==> config.mk <==
export PLATFORM = sky130hd
export DESIGN_NAME = swu_top
export DESIGN_NICKNAME = d
export VERILOG_FILES = /design/src/core/swu_pkg.sv /design/src/core/swu_shift_if.sv /design/src/core/swu_shifter.sv /design/src/core/swu_top.sv
export SDC_FILE = /design/constraint.sdc
export NUM_CORES = 1
export LEC_CHECK = 0
export BUFFER_PORTS_ARGS = -buffer_cell sky130_fd_sc_hd__buf_4
export CORE_AREA = 5 5 98 118
export CTS_CLUSTER_DIAMETER = 40
export DETAILED_ROUTE_END_ITERATION = 8
export DIE_AREA = 0 0 103 123
export PLACE_DENSITY = 0.54
export SLEW_MARGIN = 10
export SYNTH_ARGS = -nofsm -noshare
export SYNTH_HDL_FRONTEND = slang
export SYNTH_HIERARCHICAL = 1
export SYNTH_SLANG_ARGS = --single-unit
==> constraint.sdc <==
create_clock -name pclk -period 3.6 [get_ports pclk]
set_input_delay 0.36 -clock pclk [delete_from_list [all_inputs] [get_ports pclk]]
set_output_delay 0.36 -clock pclk [all_outputs]
set_load 0.03 [all_outputs]
==> src/core/swu_pkg.sv <==
// Package for the serial write unit: register map, field positions and widths.
// Assumes a 32-bit APB bus with byte addresses and one register per aligned word.
package swu_pkg;
   // ---------------------------------------------------------------
   // Register byte offsets
   // ---------------------------------------------------------------
   localparam logic [7:0] SWU_OFF_NIBBLE   = 8'h00;  // serial_nibble_buffer, write loads.
   localparam logic [7:0] SWU_OFF_CTRL     = 8'h04;  // serial_control_high and rate select.
   localparam logic [7:0] SWU_OFF_STATUS   = 8'h08;  // Live state, read only.
   localparam logic [7:0] SWU_OFF_INT_STAT = 8'h0c;  // Sticky events, read only.
   localparam logic [7:0] SWU_OFF_INT_CLR  = 8'h10;  // Write one to clear, write only.
   localparam logic [7:0] SWU_OFF_INT_EN   = 8'h14;  // Interrupt enables.

   // ---------------------------------------------------------------
   // Field positions and widths
   // ---------------------------------------------------------------
   localparam int SWU_NIB_W      = 4;
   localparam int SWU_CTRL_GO    = 0;   // transmit_go_flag
   localparam int SWU_CTRL_RATE  = 1;   // serial_rate_select_register, two bits
   localparam int SWU_RATE_W     = 2;
   localparam int SWU_ST_TEST    = 0;   // test_flag_bit
   localparam int SWU_ST_EMPTY   = 1;   // buffer_empty_interrupt
   localparam int SWU_ST_BUSY    = 2;   // Shift register active.
   localparam int SWU_ST_FULL    = 3;   // Holding register loaded.
   localparam int SWU_EV_EMPTY   = 0;   // Nibble moved to the shift register.
   localparam int SWU_EV_DONE    = 1;   // Transmission ended by itself.
   localparam int SWU_EV_W       = 2;
   localparam int SWU_BIT_W      = 2;
   localparam logic [SWU_BIT_W-1:0] SWU_LAST_BIT = 2'h3;  // Most significant bit index.
   localparam logic [31:0] SWU_ZERO32 = 32'h0000_0000;
endpackage

==> src/core/swu_shift_if.sv <==
// Interface between the serial write unit control and its nibble shifter.
// Assumes both ends run on the same pclk.
`timescale 1ns/10ps
interface swu_shift_if;
   logic       load;       // Take load_data into the shift register.
   logic [3:0] load_data;
   logic       abort;      // Drop the transfer at once.
   logic       tick;       // One half period of the serial clock.
   logic       busy;
   logic       fin;        // Falling clock edge of the last bit, one cycle.
   logic       sdata;
   logic       sclk;

   modport ctl (output load, output load_data, output abort, output tick,
                input busy, input fin, input sdata, input sclk);
   modport shf (input load, input load_data, input abort, input tick,
                output busy, output fin, output sdata, output sclk);
endinterface

==> src/core/swu_shifter.sv <==
// Nibble shifter: sends four bits, least significant first, with its own clock.
// Assumes tick pulses once per serial half period from the control module.
`timescale 1ns/10ps
module swu_shifter
   import swu_pkg::*;
(
   // Clock and reset
   input  wire logic pclk,
   input  wire logic presetn,
   // Control side
   swu_shift_if.shf  sif
);
   typedef struct packed {
      logic                 busy;
      logic                 sclk;
      logic [SWU_BIT_W-1:0] idx;
      logic [SWU_NIB_W-1:0] sh;
   } swu_shf_state_t;

   swu_shf_state_t s_r;
   swu_shf_state_t s_nxt;

   // --------------------------------------------------------------
   // Bit sequencing
   // --------------------------------------------------------------
   // The last falling edge is flagged so a waiting nibble follows without a gap.
   assign sif.fin   = s_r.busy & s_r.sclk & sif.tick & (s_r.idx == SWU_LAST_BIT);
   assign sif.busy  = s_r.busy;
   assign sif.sdata = s_r.sh[0];
   assign sif.sclk  = s_r.sclk;

   // Next state: load wins over shifting, abort wins over both.
   always_comb begin
      s_nxt = s_r;
      if (sif.abort) begin
         s_nxt = '0;
      end else if (sif.load) begin
         s_nxt.busy = 1'b1;
         s_nxt.sclk = 1'b0;
         s_nxt.idx  = '0;
         s_nxt.sh   = sif.load_data;
      end else if (s_r.busy && sif.tick) begin
         if (!s_r.sclk) begin
            s_nxt.sclk = 1'b1;
         end else begin
            s_nxt.sclk = 1'b0;
            if (s_r.idx == SWU_LAST_BIT) begin
               s_nxt.busy = 1'b0;
            end else begin
               s_nxt.idx = s_r.idx + 1'b1;
               s_nxt.sh  = {1'b0, s_r.sh[SWU_NIB_W-1:1]};
            end
         end
      end
   end

   // State register.
   always_ff @(posedge pclk or negedge presetn) begin
      if (!presetn) begin
         s_r <= '0;
      end else begin
         s_r <= s_nxt;
      end
   end
endmodule // swu_shifter

==> src/core/swu_top.sv <==
// Serial write unit in interactive mode: APB registers, nibble handover, interrupts.
// Assumes ser_clk_in is an asynchronous prescaler clock far slower than pclk.
//
// Notes on behaviour
// - Moving the final nibble into the shift register raises buffer-empty again.
// - Empty interrupt repeats while last nibble shifts; start bit then self-clears.
// - Software clearing the start bit aborts the shift register at once.
// - Dummy nibble write after transmission clears test flag and empty interrupt.
// - A nibble write clears buffer-empty interrupt and test flag, unless a handover sets them in the same cycle.
// - Nibble handover with start set raises empty interrupt and test flag.
`timescale 1ns/10ps
module swu_top
   import swu_pkg::*;
(
   // Clock and reset
   input  wire logic        pclk,
   input  wire logic        presetn,
   // APB slave
   input  wire logic        psel,
   input  wire logic        penable,
   input  wire logic        pwrite,
   input  wire logic [7:0]  paddr,
   input  wire logic [31:0] pwdata,
   output logic             pready,
   output logic             pslverr,
   output logic [31:0]      prdata,
   // Serial link
   input  wire logic        ser_clk_in,
   output logic             ser_data,
   output logic             ser_clk_out,
   // Interrupts
   output logic             buffer_empty_interrupt,
   output logic             irq
);
   typedef struct packed {
      logic                  sync1;
      logic                  sync2;
      logic                  sync3;
      logic [7:0]            div;
      logic                  tick;
      logic [SWU_NIB_W-1:0]  hold;
      logic                  full;
      logic                  go;
      logic [SWU_RATE_W-1:0] rate;
      logic                  test_flag;
      logic                  empty_irq;
      logic [SWU_EV_W-1:0]   ev;
      logic [SWU_EV_W-1:0]   ev_en;
      logic                  irq;
      logic                  rdy;
      logic                  err;
      logic [31:0]           rdata;
      logic                  sdata;
      logic                  sclk;
   } swu_top_state_t;

   swu_top_state_t s_r;
   swu_top_state_t s_nxt;
   swu_shift_if    sif ();

   // Address decode used for both the read and write paths.
   // Every word that is not listed here answers with pslverr and reads zero.
   function automatic logic swu_mapped(input logic [7:0] a);
      swu_mapped = (a == SWU_OFF_NIBBLE) || (a == SWU_OFF_CTRL) ||
                   (a == SWU_OFF_STATUS) || (a == SWU_OFF_INT_STAT) ||
                   (a == SWU_OFF_INT_CLR) || (a == SWU_OFF_INT_EN);
   endfunction

   logic       wr_acc;
   logic       load_now;
   logic       go_fall;
   logic [7:0] div_top;

   // --------------------------------------------------------------
   // Shifter
   // --------------------------------------------------------------
   swu_shifter u_shift (
      .pclk    (pclk),
      .presetn (presetn),
      .sif     (sif)
   );

   assign wr_acc        = psel & penable & s_r.rdy & pwrite;
   assign div_top       = (8'h01 << s_r.rate) - 8'h01;
   assign sif.tick      = s_r.tick;
   assign sif.load      = load_now;
   assign sif.load_data = s_r.hold;
   assign sif.abort     = go_fall;

   // Handover happens when idle or right at the last falling edge, so a nibble
   // written in time follows seamlessly; a late one waits for a new start.
   always_comb begin
      go_fall  = 1'b0;
      if (wr_acc && paddr == SWU_OFF_CTRL && !pwdata[SWU_CTRL_GO]) begin
         go_fall = s_r.go;
      end
      // An abort in the same cycle keeps the waiting nibble instead of losing it.
      load_now = s_r.go & s_r.full & (~sif.busy | sif.fin) & ~go_fall;
   end

   // --------------------------------------------------------------
   // Next state
   // --------------------------------------------------------------
   always_comb begin
      s_nxt = s_r;
      // Two flops before the edge detector; sync1 feeds only sync2.
      // The third flop only remembers the last settled level for the edge test.
      // The prescaler clock must stay well below half of pclk, otherwise
      // edges are lost in the synchroniser and the serial rate drifts.
      // All three reset low, so a pin that idles low gives no false edge.
      s_nxt.sync1 = ser_clk_in;
      s_nxt.sync2 = s_r.sync1;
      s_nxt.sync3 = s_r.sync2;
      s_nxt.tick  = 1'b0;
      // Each rising prescaler edge counts; the rate picks a division of 1, 2, 4 or 8.
      if (s_r.sync2 && !s_r.sync3) begin
         if (s_r.div >= div_top) begin
            s_nxt.div  = '0;
            s_nxt.tick = 1'b1;
         end else begin
            s_nxt.div = s_r.div + 8'h01;
         end
      end

      // Repeated empty interrupts while the final nibble is still leaving.
      // A handler that returns before the start bit drops is entered again,
      // so it should poll the start bit before it leaves.
      if (s_r.go && sif.busy && !s_r.full && s_r.tick) begin
         s_nxt.empty_irq = 1'b1;
      end
      // End of the last nibble with nothing waiting: stop by itself.
      if (sif.fin && !s_r.full) begin
         s_nxt.go = 1'b0;
      end

      // APB write; takes effect only at the completing edge.
      if (wr_acc) begin
         unique case (paddr)
            SWU_OFF_NIBBLE: begin
               s_nxt.hold      = pwdata[SWU_NIB_W-1:0];
               s_nxt.full      = 1'b1;
               s_nxt.empty_irq = 1'b0;
               s_nxt.test_flag = 1'b0;
            end
            SWU_OFF_CTRL: begin
               s_nxt.go   = pwdata[SWU_CTRL_GO];
               s_nxt.rate = pwdata[SWU_CTRL_RATE +: SWU_RATE_W];
            end
            SWU_OFF_INT_CLR: s_nxt.ev    = s_r.ev & ~pwdata[SWU_EV_W-1:0];
            SWU_OFF_INT_EN:  s_nxt.ev_en = pwdata[SWU_EV_W-1:0];
            default: ;
         endcase
      end

      // Handover to the shifter; placed after the write so the set wins.
      if (load_now) begin
         s_nxt.full      = wr_acc && paddr == SWU_OFF_NIBBLE;
         s_nxt.empty_irq = 1'b1;
         s_nxt.test_flag = 1'b1;
         s_nxt.ev[SWU_EV_EMPTY] = 1'b1;
      end
      // The done event is set after the write, so a clear in the same cycle loses.
      if (sif.fin && !s_r.full) begin
         s_nxt.ev[SWU_EV_DONE] = 1'b1;
      end

      // The level follows the next state, so a clear drops it at the same edge.
      // Only the sticky events are maskable; the empty line is not.
      s_nxt.irq = |(s_nxt.ev & s_nxt.ev_en);
      s_nxt.sdata = sif.sdata;
      s_nxt.sclk  = sif.sclk;

      // APB answer: ready for exactly the first access cycle.
      // There are never wait states, so read data is latched in the setup cycle;
      // the registered answer costs nothing because the access phase is needed anyway.
      s_nxt.rdy   = psel & ~penable & ~s_r.rdy;
      s_nxt.err   = psel & ~penable & ~swu_mapped(paddr);
      s_nxt.rdata = SWU_ZERO32;
      if (psel && !penable && !pwrite) begin
         unique case (paddr)
            SWU_OFF_NIBBLE: s_nxt.rdata[SWU_NIB_W-1:0] = s_r.hold;
            SWU_OFF_CTRL: begin
               s_nxt.rdata[SWU_CTRL_GO] = s_r.go;
               s_nxt.rdata[SWU_CTRL_RATE +: SWU_RATE_W] = s_r.rate;
            end
            SWU_OFF_STATUS: begin
               s_nxt.rdata[SWU_ST_TEST]  = s_r.test_flag;
               s_nxt.rdata[SWU_ST_EMPTY] = s_r.empty_irq;
               s_nxt.rdata[SWU_ST_BUSY]  = sif.busy;
               s_nxt.rdata[SWU_ST_FULL]  = s_r.full;
            end
            SWU_OFF_INT_STAT: s_nxt.rdata[SWU_EV_W-1:0] = s_r.ev;
            SWU_OFF_INT_EN:   s_nxt.rdata[SWU_EV_W-1:0] = s_r.ev_en;
            default: ;
         endcase
      end
   end

   // State register.
   always_ff @(posedge pclk or negedge presetn) begin
      if (!presetn) begin
         s_r <= '0;
      end else begin
         s_r <= s_nxt;
      end
   end

   // --------------------------------------------------------------
   // Outputs, all from flops
   // --------------------------------------------------------------
   // The link pins are a registered copy of the shifter, one cycle behind the
   // empty flag; clock and data move together, so their relation is kept.
   assign pready                 = s_r.rdy;
   assign pslverr                = s_r.err;
   assign prdata                 = s_r.rdata;
   assign ser_data               = s_r.sdata;
   assign ser_clk_out            = s_r.sclk;
   assign buffer_empty_interrupt = s_r.empty_irq;
   assign irq                    = s_r.irq;
endmodule // swu_top

# After elaboration in Yosys (flattened, before gate mapping)
# Index checks and enable logic that the tools add are counted.
dict set report totals {
  regBits 43
}
dict set report classes {
  eq_ne 7
  order_cmp 1
  muxes 28
  n_shift 1
  add_sub_neg 3
  bitwise 21
  reduce_logical 33
}
# cell count
set ops {}
lappend ops {{$mux W8} 4}
lappend ops {{$eq A8 B4 Y1 const B} 2}
lappend ops {{$eq A8 B5 Y1 const B} 2}
lappend ops {{$and A1 B1 Y1} 12}
lappend ops {{$mux W1} 12}
lappend ops {{$mux W6} 2}
lappend ops {{$logic_and A1 B1 Y1} 11}
lappend ops {{$mux W10} 1}
lappend ops {{$pmux W2 S5} 1}
lappend ops {{$reduce_bool A3 Y1} 3}
lappend ops {{$add A8 B1 Y8 const B} 1}
lappend ops {{$eq A8 B3 Y1 const B} 1}
lappend ops {{$ge A8 B8 Y1} 1}
lappend ops {{$logic_not A8 Y1} 1}
lappend ops {{$mux W2} 4}
lappend ops {{$shl A1 B2 Y8 const A} 1}
lappend ops {{$sub A8 B1 Y8 const B} 1}
lappend ops {{$reduce_and A2 Y1} 3}
lappend ops {{$reduce_and A3 Y1} 2}
lappend ops {{$logic_not A1 Y1} 5}
lappend ops {{$logic_or A1 B1 Y1} 5}
lappend ops {{$not A1 Y1} 5}
lappend ops {{$and A2 B2 Y2} 2}
lappend ops {{$mux W4} 1}
lappend ops {{other kinds (10)} 11}

# Depth between registers and ports, before layout
# Gate-level depths: netlist of the first run.
dict set report logic_depth {
  word_depth 11
  depth_mapped 9
}

# Hierarchy
# The synthesis of the first run kept the hierarchy.
# mod area_per_inst_um2 cells_each instances
set by_module_without_submodules {}
lappend by_module_without_submodules {swu_top 1884.3 183 1}
lappend by_module_without_submodules {swu_shifter 407.9 37 1}

# Worst setup path after synthesis of the first run
# Ideal clock, no wire load.
dict set report synth_path {
  path_type {input-to-reg}
  from {in paddr[5]}
  to {reg u_shift.s_r (netlist bit u_shift/sif.sdata)}
  setup_ns 0.170
  arrival_ns 2.039
  n_path_buf 2
  slack_ns 1.391
  required_time_ns 3.430
  cell_stages 7
  path_cell_list {or4_4 -> or3_1 -> buf_2 -> o21a_4 -> buf_6 -> nor3_1 -> a2111oi_2}
}
dict set report synth_between {
  elab_chain_cells 8
  elab_cells_between_ends 12
  classes_between {eq/ne (2); mux (3); bitwise (2); reduce/logical (5)}
}
# item line_no
set synth_rtl {}
lappend synth_rtl {{start: declaration} swu_top.sv:22} ;# input wire logic [7:0] paddr,
lappend synth_rtl {{$eq A8 B3 Y1 (*)} swu_top.sv:94} ;# if (wr_acc && paddr == SWU_OFF_CTRL && !pwdata[SWU_CTRL_GO]) begin
lappend synth_rtl {{$logic_and A1 B1 Y1 (*) (2 in series)} swu_top.sv:94}
lappend synth_rtl {{$mux W1 (*)} swu_top.sv:94}
lappend synth_rtl {{$not A1 Y1 (*)} swu_top.sv:98} ;# load_now = s_r.go & s_r.full & (~sif.busy | sif.fin) & ~go_fall;
lappend synth_rtl {{$and A1 B1 Y1 (*)} swu_top.sv:98}
lappend synth_rtl {{net load_now} swu_top.sv:70} ;# logic load_now;
lappend synth_rtl {{$ne A3 B3 Y1 (no source line) (tied with other cells)} n/a}
lappend synth_rtl {{$reduce_and A3 Y1 (no source line) or $mux W8 (tied branches)} n/a}
lappend synth_rtl {{end signal: assignment} swu_shifter.sv:62} ;# s_r <= s_nxt;
lappend synth_rtl {{end: declaration} swu_shifter.sv:20} ;# swu_shf_state_t s_r;
# The timed path passes the listed nets; every way through them passes the cells marked *.
# A chain may end at the register's enable or synchronous reset.

# Worst setup path in the final report of the first run
dict set report layout_path {
  from {reg s_r[44] (netlist bit)}
  to {reg s_r[57] (netlist bit)}
}
dict set report layout_between {
  elab_chain_cells 4
}
# item line_no
set layout_rtl {}
lappend layout_rtl {{start: declaration} swu_top.sv:57} ;# swu_top_state_t s_r;
lappend layout_rtl {{start signal: assignment} swu_top.sv:204} ;# s_r <= s_nxt;
lappend layout_rtl {{$shl A1 B2 Y8} swu_top.sv:84} ;# assign div_top = (8'h01 << s_r.rate) - 8'h01;
lappend layout_rtl {{$sub A8 B1 Y8} swu_top.sv:84}
lappend layout_rtl {{$ge A8 B8 Y1} swu_top.sv:117} ;# if (s_r.div >= div_top) begin
lappend layout_rtl {{$mux W8} swu_top.sv:117}
# Every way passes these cells.

==> key figures, run 1 <==
Timing
  – Setup TNS: 0 ns
  – RSZ-0062 raised after global routing: false
  – Final setup vio count: 0
  – Setup slack after layout: 1.35 ns
  – Slew @ Worst Pin: roughly 0.89 ns
  – Peak Freq: approximately 440 MHz
  – Clock Skews: about 0.0023 ns
  – Final hold vios: 0
  – Worst hold margin: ~0.076 ns
  – Minimum clock period: roughly 2.2 ns
  – Slew Limit Fails: 0
  – Relative slew slack: roughly two fifths
  – Tcrit/Tclk final: a little over three fifths

Cells and area
  – Most common cell after layout, fill and taps aside: dfrtp_1
  – Antenna Cells: 0
  – Commonest non-fill, non-tap cells in the layout: dfrtp_1, conb_1, buf_4, nor2_1, nand2_1
  – Area Overhead vs Synth: 15.0%
  – Nets: between 200 and 300
  – Post-route cell area: ~0.0026 mm^2
  – Share of cells above drive strength 1: 20.6%
  – FILL cells: roughly 1100

Routing
  – DRT iter0 DRCs: 85
  – DRC Markers: 0
  – Drt first pass iters: 4
  – Final wirelength: around 4600 um
  – ANT nets after route: 0
  – Vias per cell: around 4.2
  – DR WL/cell: around 12 um
  – Vias: ~1600

Floorplanning
  – Initial core utilization: 22.1%
  – Die Y: between 100 and 150 um
  – Core Area: 0.0104 mm^2
  – Die width: between 100 and 150 um
  – Die footprint: 0.0127 mm^2
  – Top Ports: 84
  – Num rows: slightly above 40

Clocking
  – CTS clk-pin slew, worst paths: roughly 0.060 ns
  – H-tree depth: 2
  – Root buffer cell: clkbuf_16
  – CTS-repair resized insts: 0
  – Clock Latency Late Sink: approximately 0.28 ns
  – Clock sinks: 43
  – # hold bufs at CTS: 0
  – Setup Fix Bufs, Post-CTS: 0
  – CTS buffer count: 5
  – TritonCTS clock tree: built
  – Maximum root-to-sink buffer count: 2

Power and ir drop
  – Total internal power: ~850 uW
  – Maximum VDD drop: about 0.00016 V
  – Power share of the clock group: a little over a third
  – Pwr/cell area: 454 mW/mm^2
  – Leak: around 0.0013 uW
  – P_sw: roughly 350 uW
  – Combinational power share: about 17%
  – Sw Share: between 20% and 30%
  – Tot Pwr: roughly 1200 uW
  – Reg power frac: 47.1%

GRT
  – Global-route wire length before repair: 7420 um
  – Total GRT Usage: between 7 and 8%
  – Congestion Overflow GR: 0
  – Initial antenna violation count: 0
  – Vias in the first global route: between 1500 and 2000
  – Largest net degree at the start of global routing: 44

Yosys
  – Library cells used by synthesis: 42
  – Post-Synthesis Cells: between 200 and 250
  – Async SR Flop Fraction: 100%
  – Seq/Total Area, Yosys: 46.9%
  – Synthesized area per cell: about 10 um^2
  – Number of flops mapped to enable cells by yosys: 0
  – Post-Synthesis Cell Area: 0.00229 mm^2
  – Main synth FF type: dfrtp_1
  – Yosys reg bits: 43
  – Yosys warns: 6

Worst hold path
  – Hold WC Path Type: input pin to asynchronous set/reset pin

Placement
  – Pre-CTS setup slack: between 1 and 1.5 ns
  – GPL Wtd Cong: between 0.7 and 0.8
  – DPL Wire Length: roughly 3500 um
  – PortBufs: 27
  – Placed inst area: 0.00249 mm^2

Critical path
  – Critical path's top delay family: compound AO/OA/AOI/OAI gates
  – Setup Crit Path Kind: register to register
  – Slowest cell on crit path: o31ai_1
  – CP Capture Type: register
  – Startpoint types: register
  – Critical Path Fanout Max: 7
  – Crit path buf inv count: 0
  – Req. time, crit path: between 3 and 4 ns
  – Crit path DAT: about 2.4 ns
  – Worst stage delay on the critical path: roughly 0.7 ns
  – Worst-path cell chain: or2_2, ha_1, nand2b_1, a21o_1, a21oi_1, o31ai_1, nor2_1

Run
  – Max Cap Violations: 0

Outcome
  – Outcome: finished clean
-- metal layers --
metal | global-route usage (%) | share of wire, % | vias to the layer above
li1 | - | - | 763
met1 | 9.41 | 44 | 752
met2 | 11.9 | 50 | 54
met3 | 1.30 | 5.0 | 4
met4 | 4.21 | 1.7 | 0
met5 | 0 | 0 | -
-- synthesized netlist by cell type, types with 5 or more instances --
library cell	instances	area, um^2
nand2_1	14	52.6
buf_4	33	248
xor2_1	6	52.6
a21o_1	5	37.5
inv_1	8	30.0
nand4_1	5	31.3
nor3_1	10	50.1
ha_1	6	75.1
a21oi_1	8	40.0
mux2_2	8	90.1
dfrtp_1	43	1080
nor2_1	19	71.3
nor2b_1	6	37.5
-- cell type report --
type                    count  area (um^2)  share of cell area [%]
clock inverters             3         20.0                   0.760
well taps                 129          161                    6.13
clock buffers               5          125                    4.75
repair buffers             28          210                    7.98
multi-input cells         160         1010                    38.4
flip-flops and latches     43         1080                    40.8
inverters                   8         30.0                    1.14
-- worst reg2reg max path, delay by kind of cell (launching register included) --
family	cells	cell delay, ns
AO/OA/AOI/OAI	3	0.91
AND/OR/NAND/NOR	3	0.51
flip-flops	1	0.41
adder cells (fa/ha/maj)	1	0.26
-- logic make-up after synthesis --
group                      after synthesis  share of synthesized area [%]
AOI/OAI and AO/OA                       31                           10.1
xor gates and xnor gates                 7                           2.67
adders and majority gates                6                           3.28
buffers and inverters                   44                           13.3
DFF                                     43                           46.9
muxes                                   11                           5.24
other                                    2                          0.328
and+or+nand+nor                         76                           18.1
-- power by group through the flow --
stage               registers [uW]  logic [uW]  clock network, uW
floorplan                      576         150                  0
global route                   570         225                475
detailed placement             573         201                  0
finish                         563         198                435
CTS                            564         201                457
global placement               572         196                  0
-- metrics by stage --
step / utilization [%] / cells
3_3_place_gp: 24.0 / 368
2_1_floorplan: - / 247
6_report: 25.4 / 376
4_1_cts: 25.4 / 376
3_5_place_dp: 24.0 / 368
5_1_grt: 25.4 / 376
-- final timing paths --
check	start	end	slack (ns)	cells past startpoint
setup / recovery	s_r[44]	s_r[57]	1.35	7
hold / removal	presetn	pready	0.08	1
setup reg to reg	s_r[44]	s_r[57]	1.35	7
hold reg to reg	s_nxt[61]	s_nxt[60]	0.35	0
max in group asynchronous	presetn	s_r[60]	3.15	1
min in group pclk	ser_clk_in	s_nxt[61]	0.19	1
-- registers in the layout, indices dropped and copies added (netlist names) --
name                    flops
u_shift/sif.busy            1
ser_clk_out                 1
u_shift/sif.sclk            1
sif.load_data               4
pready                      1
u_shift/sif.sdata           1
ser_data                    1
prdata                      4
buffer_empty_interrupt      1
u_shift/s_r                 5
pslverr                     1
s_r                        18
s_nxt                       2
irq                         1
sif.tick                    1
(Power assumes the default switching activity.)
==> inputs of run 2 (changes only) <==
Settings changed: ABC_AREA from default to 1, CORE_AREA 5 5 98 118 to 5 5 101 122, DIE_AREA 0 0 103 123 to 0 0 106 127.
Clock period 3.6 ns to 1.9 ns, I/O delays scaled along.
==> key figures, run 2 <==
Timing
  – Setup TNS: 0 ns (unchanged)
  – Slew Limit Fails: 0 (unchanged)
  – Final setup vio count: 0 (unchanged)
  – Worst hold margin: 0.0137 ns (was 0.0757 ns)
  – Slew @ Worst Pin: 0.548 ns (was 0.888 ns)
  – Minimum clock period: 1.71 ns (was 2.25 ns)
  – Final hold vios: 0 (unchanged)
  – RSZ-0062 raised after global routing: false (unchanged)
  – Relative slew slack: 63.4% (was 40.3%)
  – Tcrit/Tclk final: 89.9% (was 62.4%)
  – Peak Freq: 585 MHz (was 445 MHz)
  – Clock Skews: 0.00375 ns (was 0.00233 ns)

Routing
  – Vias: 1802 (was 1573)
  – Vias per cell: 3.91 (was 4.18)
  – DR WL/cell: 10.7 um (was 12.1 um)
  – ANT nets after route: 0 (unchanged)
  – Final wirelength: 4930 um (was 4570 um)
  – DRC Markers: 0 (unchanged)
  – DRT iter0 DRCs: 48 (was 85)
  – Drt first pass iters: 4 (unchanged)

Yosys
  – Share of the synthesized area in the top cell type: 43.9% (was 46.9%)
  – Yosys reg bits: 43 (unchanged)
  – Yosys warns: 6 (unchanged)
  – Synthesized area per cell: 8.34 um^2 (was 10.4 um^2)
  – Async SR Flop Fraction: 100% (unchanged)
  – Number of flops mapped to enable cells by yosys: 0 (unchanged)
  – Post-Synthesis Cells: 294 (was 220)
  – Main synth FF type: dfrtp_1 (unchanged)
  – Synth area leaders: dfrtp_1, nand2_1, buf_4, nand3_1, inv_1 (was dfrtp_1, buf_4, mux2_2, ha_1, nor2_1)
  – Post-Synthesis Cell Area: 0.00245 mm^2 (was 0.00229 mm^2)
  – Library cells used by synthesis: 32 (was 42)
  – Most common library cells after synthesis: nand2_1, dfrtp_1, buf_4, inv_1, nand3_1 (was dfrtp_1, buf_4, nor2_1)
  – Count leader, synth: nand2_1 (was dfrtp_1)
  – Seq/Total Area, Yosys: 43.9% (was 46.9%)
  – Yosys top cell by area: dfrtp_1 (unchanged)

Outcome
  – Outcome: finished clean (unchanged)

Cells and area
  – FILL cells: 1170 (was 1095)
  – Final Util: 26.3% (was 25.4%)
  – Nets: 381 (was 298)
  – Area Overhead vs Synth: 17.4% (was 15.0%)
  – Largest Register: s_r (unchanged)
  – Largest register FFs: 18 (unchanged)
  – Antenna Cells: 0 (unchanged)
  – Share of cells above drive strength 1: 22.5% (was 20.6%)
  – Regs by FF count: s_r: 18 flops, u_shift/s_r: 5 flops (unchanged)
  – Commonest non-fill, non-tap cells in the layout: nand2_1, dfrtp_1, buf_4, inv_1, conb_1 (was dfrtp_1, conb_1, buf_4, nor2_1, nand2_1)
  – Most common cell after layout, fill and taps aside: nand2_1 (was dfrtp_1)

Placement
  – DPL Wire Length: 3910 um (was 3450 um)
  – PortBufs: 27 (unchanged)
  – GPL Wtd Cong: 0.794 (was 0.728)

Floorplanning
  – Top Ports: 84 (unchanged)
  – Num rows: 42 (was 41)
  – Die width: 106 um (was 103 um)
  – Core Area: 0.0109 mm^2 (was 0.0104 mm^2)
  – Die footprint: 0.0135 mm^2 (was 0.0127 mm^2)
  – Die Y: 127 um (was 123 um)
  – Initial core utilization: 22.4% (was 22.1%)

GRT
  – Total GRT Usage: 7.65% (was 7.46%)
  – Initial antenna violation count: 0 (unchanged)
  – Largest net degree at the start of global routing: 44 (unchanged)
  – Vias in the first global route: 1675 (was 1587)
  – Congestion Overflow GR: 0 (unchanged)
  – Global-route wire length before repair: 8360 um (was 7420 um)

Worst hold path
  – Worst Hold Endpoint: s_nxt[61]
  – Worst Hold Launch: ser_clk_in
  – Hold WC Path Type: input pin to register (was input pin to asynchronous set/reset pin)
  – Hold path depth: 1

Critical path
  – Critical Path Fanout Max: 13 (was 7)
  – CP Capture Type: register (unchanged)
  – Crit path DAT: 1.88 ns (was 2.38 ns)
  – R2R Path Start: u_shift/s_r[4] (was s_r[44])
  – Startpoint types: register (unchanged)
  – Worst R2R End: u_shift/s_r[1] (was s_r[57])
  – Setup Crit Path Kind: register to register (unchanged)
  – R2r worst-path depth: 12 (was 7)
  – Req. time, crit path: 2.07 ns (was 3.73 ns)
  – FF-to-FF setup slack: 0.19 ns (was 1.35 ns)

Clocking
  – CTS buffer count: 5 (unchanged)
  – Clock Latency Late Sink: 0.28 ns (about the same)
  – Clock sinks: 43 (unchanged)
  – H-tree depth: 2 (unchanged)
  – Root buffer cell: clkbuf_16 (unchanged)
  – CTS clk-pin slew, worst paths: 0.06 ns (about the same)
  – TritonCTS clock tree: built (unchanged)
  – Maximum root-to-sink buffer count: 2 (unchanged)

Power and ir drop
  – Leak: 0.00147 uW (was 0.00129 uW)
  – Tot Pwr: 2290 uW (was 1200 uW)
  – Pwr/cell area: 796 mW/mm^2 (was 454 mW/mm^2)
  – Maximum VDD drop: 0.000407 V (was 0.000160 V)

Run
  – Max Cap Violations: 0 (unchanged)
-- run 2: cell types whose count changed after synthesis, moves of 8 or more --
cell,change
o21ai_1,+9
nor3_1,-9
nand2_1,+55
nand3_1,+22
mux2_2,-8
inv_1,+24
-- run 2: worst max-delay path by stage --
| stage | from | end | cells after the start |
|---|---|---|---|
| 6_report | u_shift/s_r[4] | u_shift/s_r[1] | 12 |
| 4_1_cts | u_shift/s_r[4] | u_shift/sif.sdata | 12 |
| 5_1_grt | u_shift/s_r[4] | u_shift/s_r[1] | 12 |
| 2_1_floorplan | u_shift/s_r[4] | u_shift/s_r[4] | 11 |
| 3_5_place_dp | u_shift/s_r[4] | u_shift/s_r[2] | 12 |
| 3_3_place_gp | u_shift/s_r[4] | u_shift/s_r[2] | 12 |
-- run 2: critical path: stages (launching register included) --
cell      delay [ns]
dfrtp_1         0.36
ha_2            0.19
inv_1           0.08
nor2_2          0.11
inv_1           0.06
a211oi_2        0.28
nand2_4         0.11
inv_4           0.10
nor2_4          0.08
nand2_1         0.08
nand2_1         0.05
nand2_1         0.06
nand2_1         0.05
-- run 2: report_power, final --
part	internal (uW)	total [uW]	leakage [uW]	switching (uW)
Clock	512	835	0.0000727	323
Combinational	144	422	0.000824	278
Sequential	984	1040	0.000571	51.7
Total	1640	2290	0.00147	652
-- run 2: stage by stage --
stage	std cells	setup WS (ns)	area (um^2)
2_1_floorplan	321	0.176	2550
3_3_place_gp	452	0.0893	2710
3_5_place_dp	452	0.0850	2710
4_1_cts	460	0.0679	2860
5_1_grt	461	0.00980	2880
6_report	461	0.191	2880
-- run 2: cell type report --
cell class	instances	area, um^2	share of cell area (%)
clock buffer	6	139	4.82
sequential	43	1080	37.4
tap	132	165	5.74
inverter	38	145	5.04
clock inverter	1	5.00	0.174
timing repair buffer	35	265	9.21
multi-input combinational	206	1080	37.6
-- run 2: cell families after synthesis --
group / count (synthesis) / synth area share (%)
and+or+nand+nor: 143 / 29.4
DFF: 43 / 43.9
other: 2 / 0.306
AOI/OAI and AO/OA: 27 / 6.73
xor gates and xnor gates: 1 / 0.357
adders and majority gates: 6 / 3.06
buffers and inverters: 72 / 16.3
-- run 2: timing repair --
item	in CTS	in global routing
setup buffers	0	1
hold endpoints to repair	43	0
setup endpoints to repair	0	4
resized for setup	0	3
hold buffers	1	0
-- run 2: per-layer routing --
| layer | vias to the layer above | global-route usage (%) | part of all wire, % |
|---|---|---|---|
| met5 | - | 0 | 0 |
| met4 | 0 | 2.74 | 1.6 |
| met3 | 6 | 1.92 | 3.9 |
| met2 | 34 | 12.4 | 49 |
| met1 | 827 | 9.90 | 46 |
| li1 | 935 | - | - |
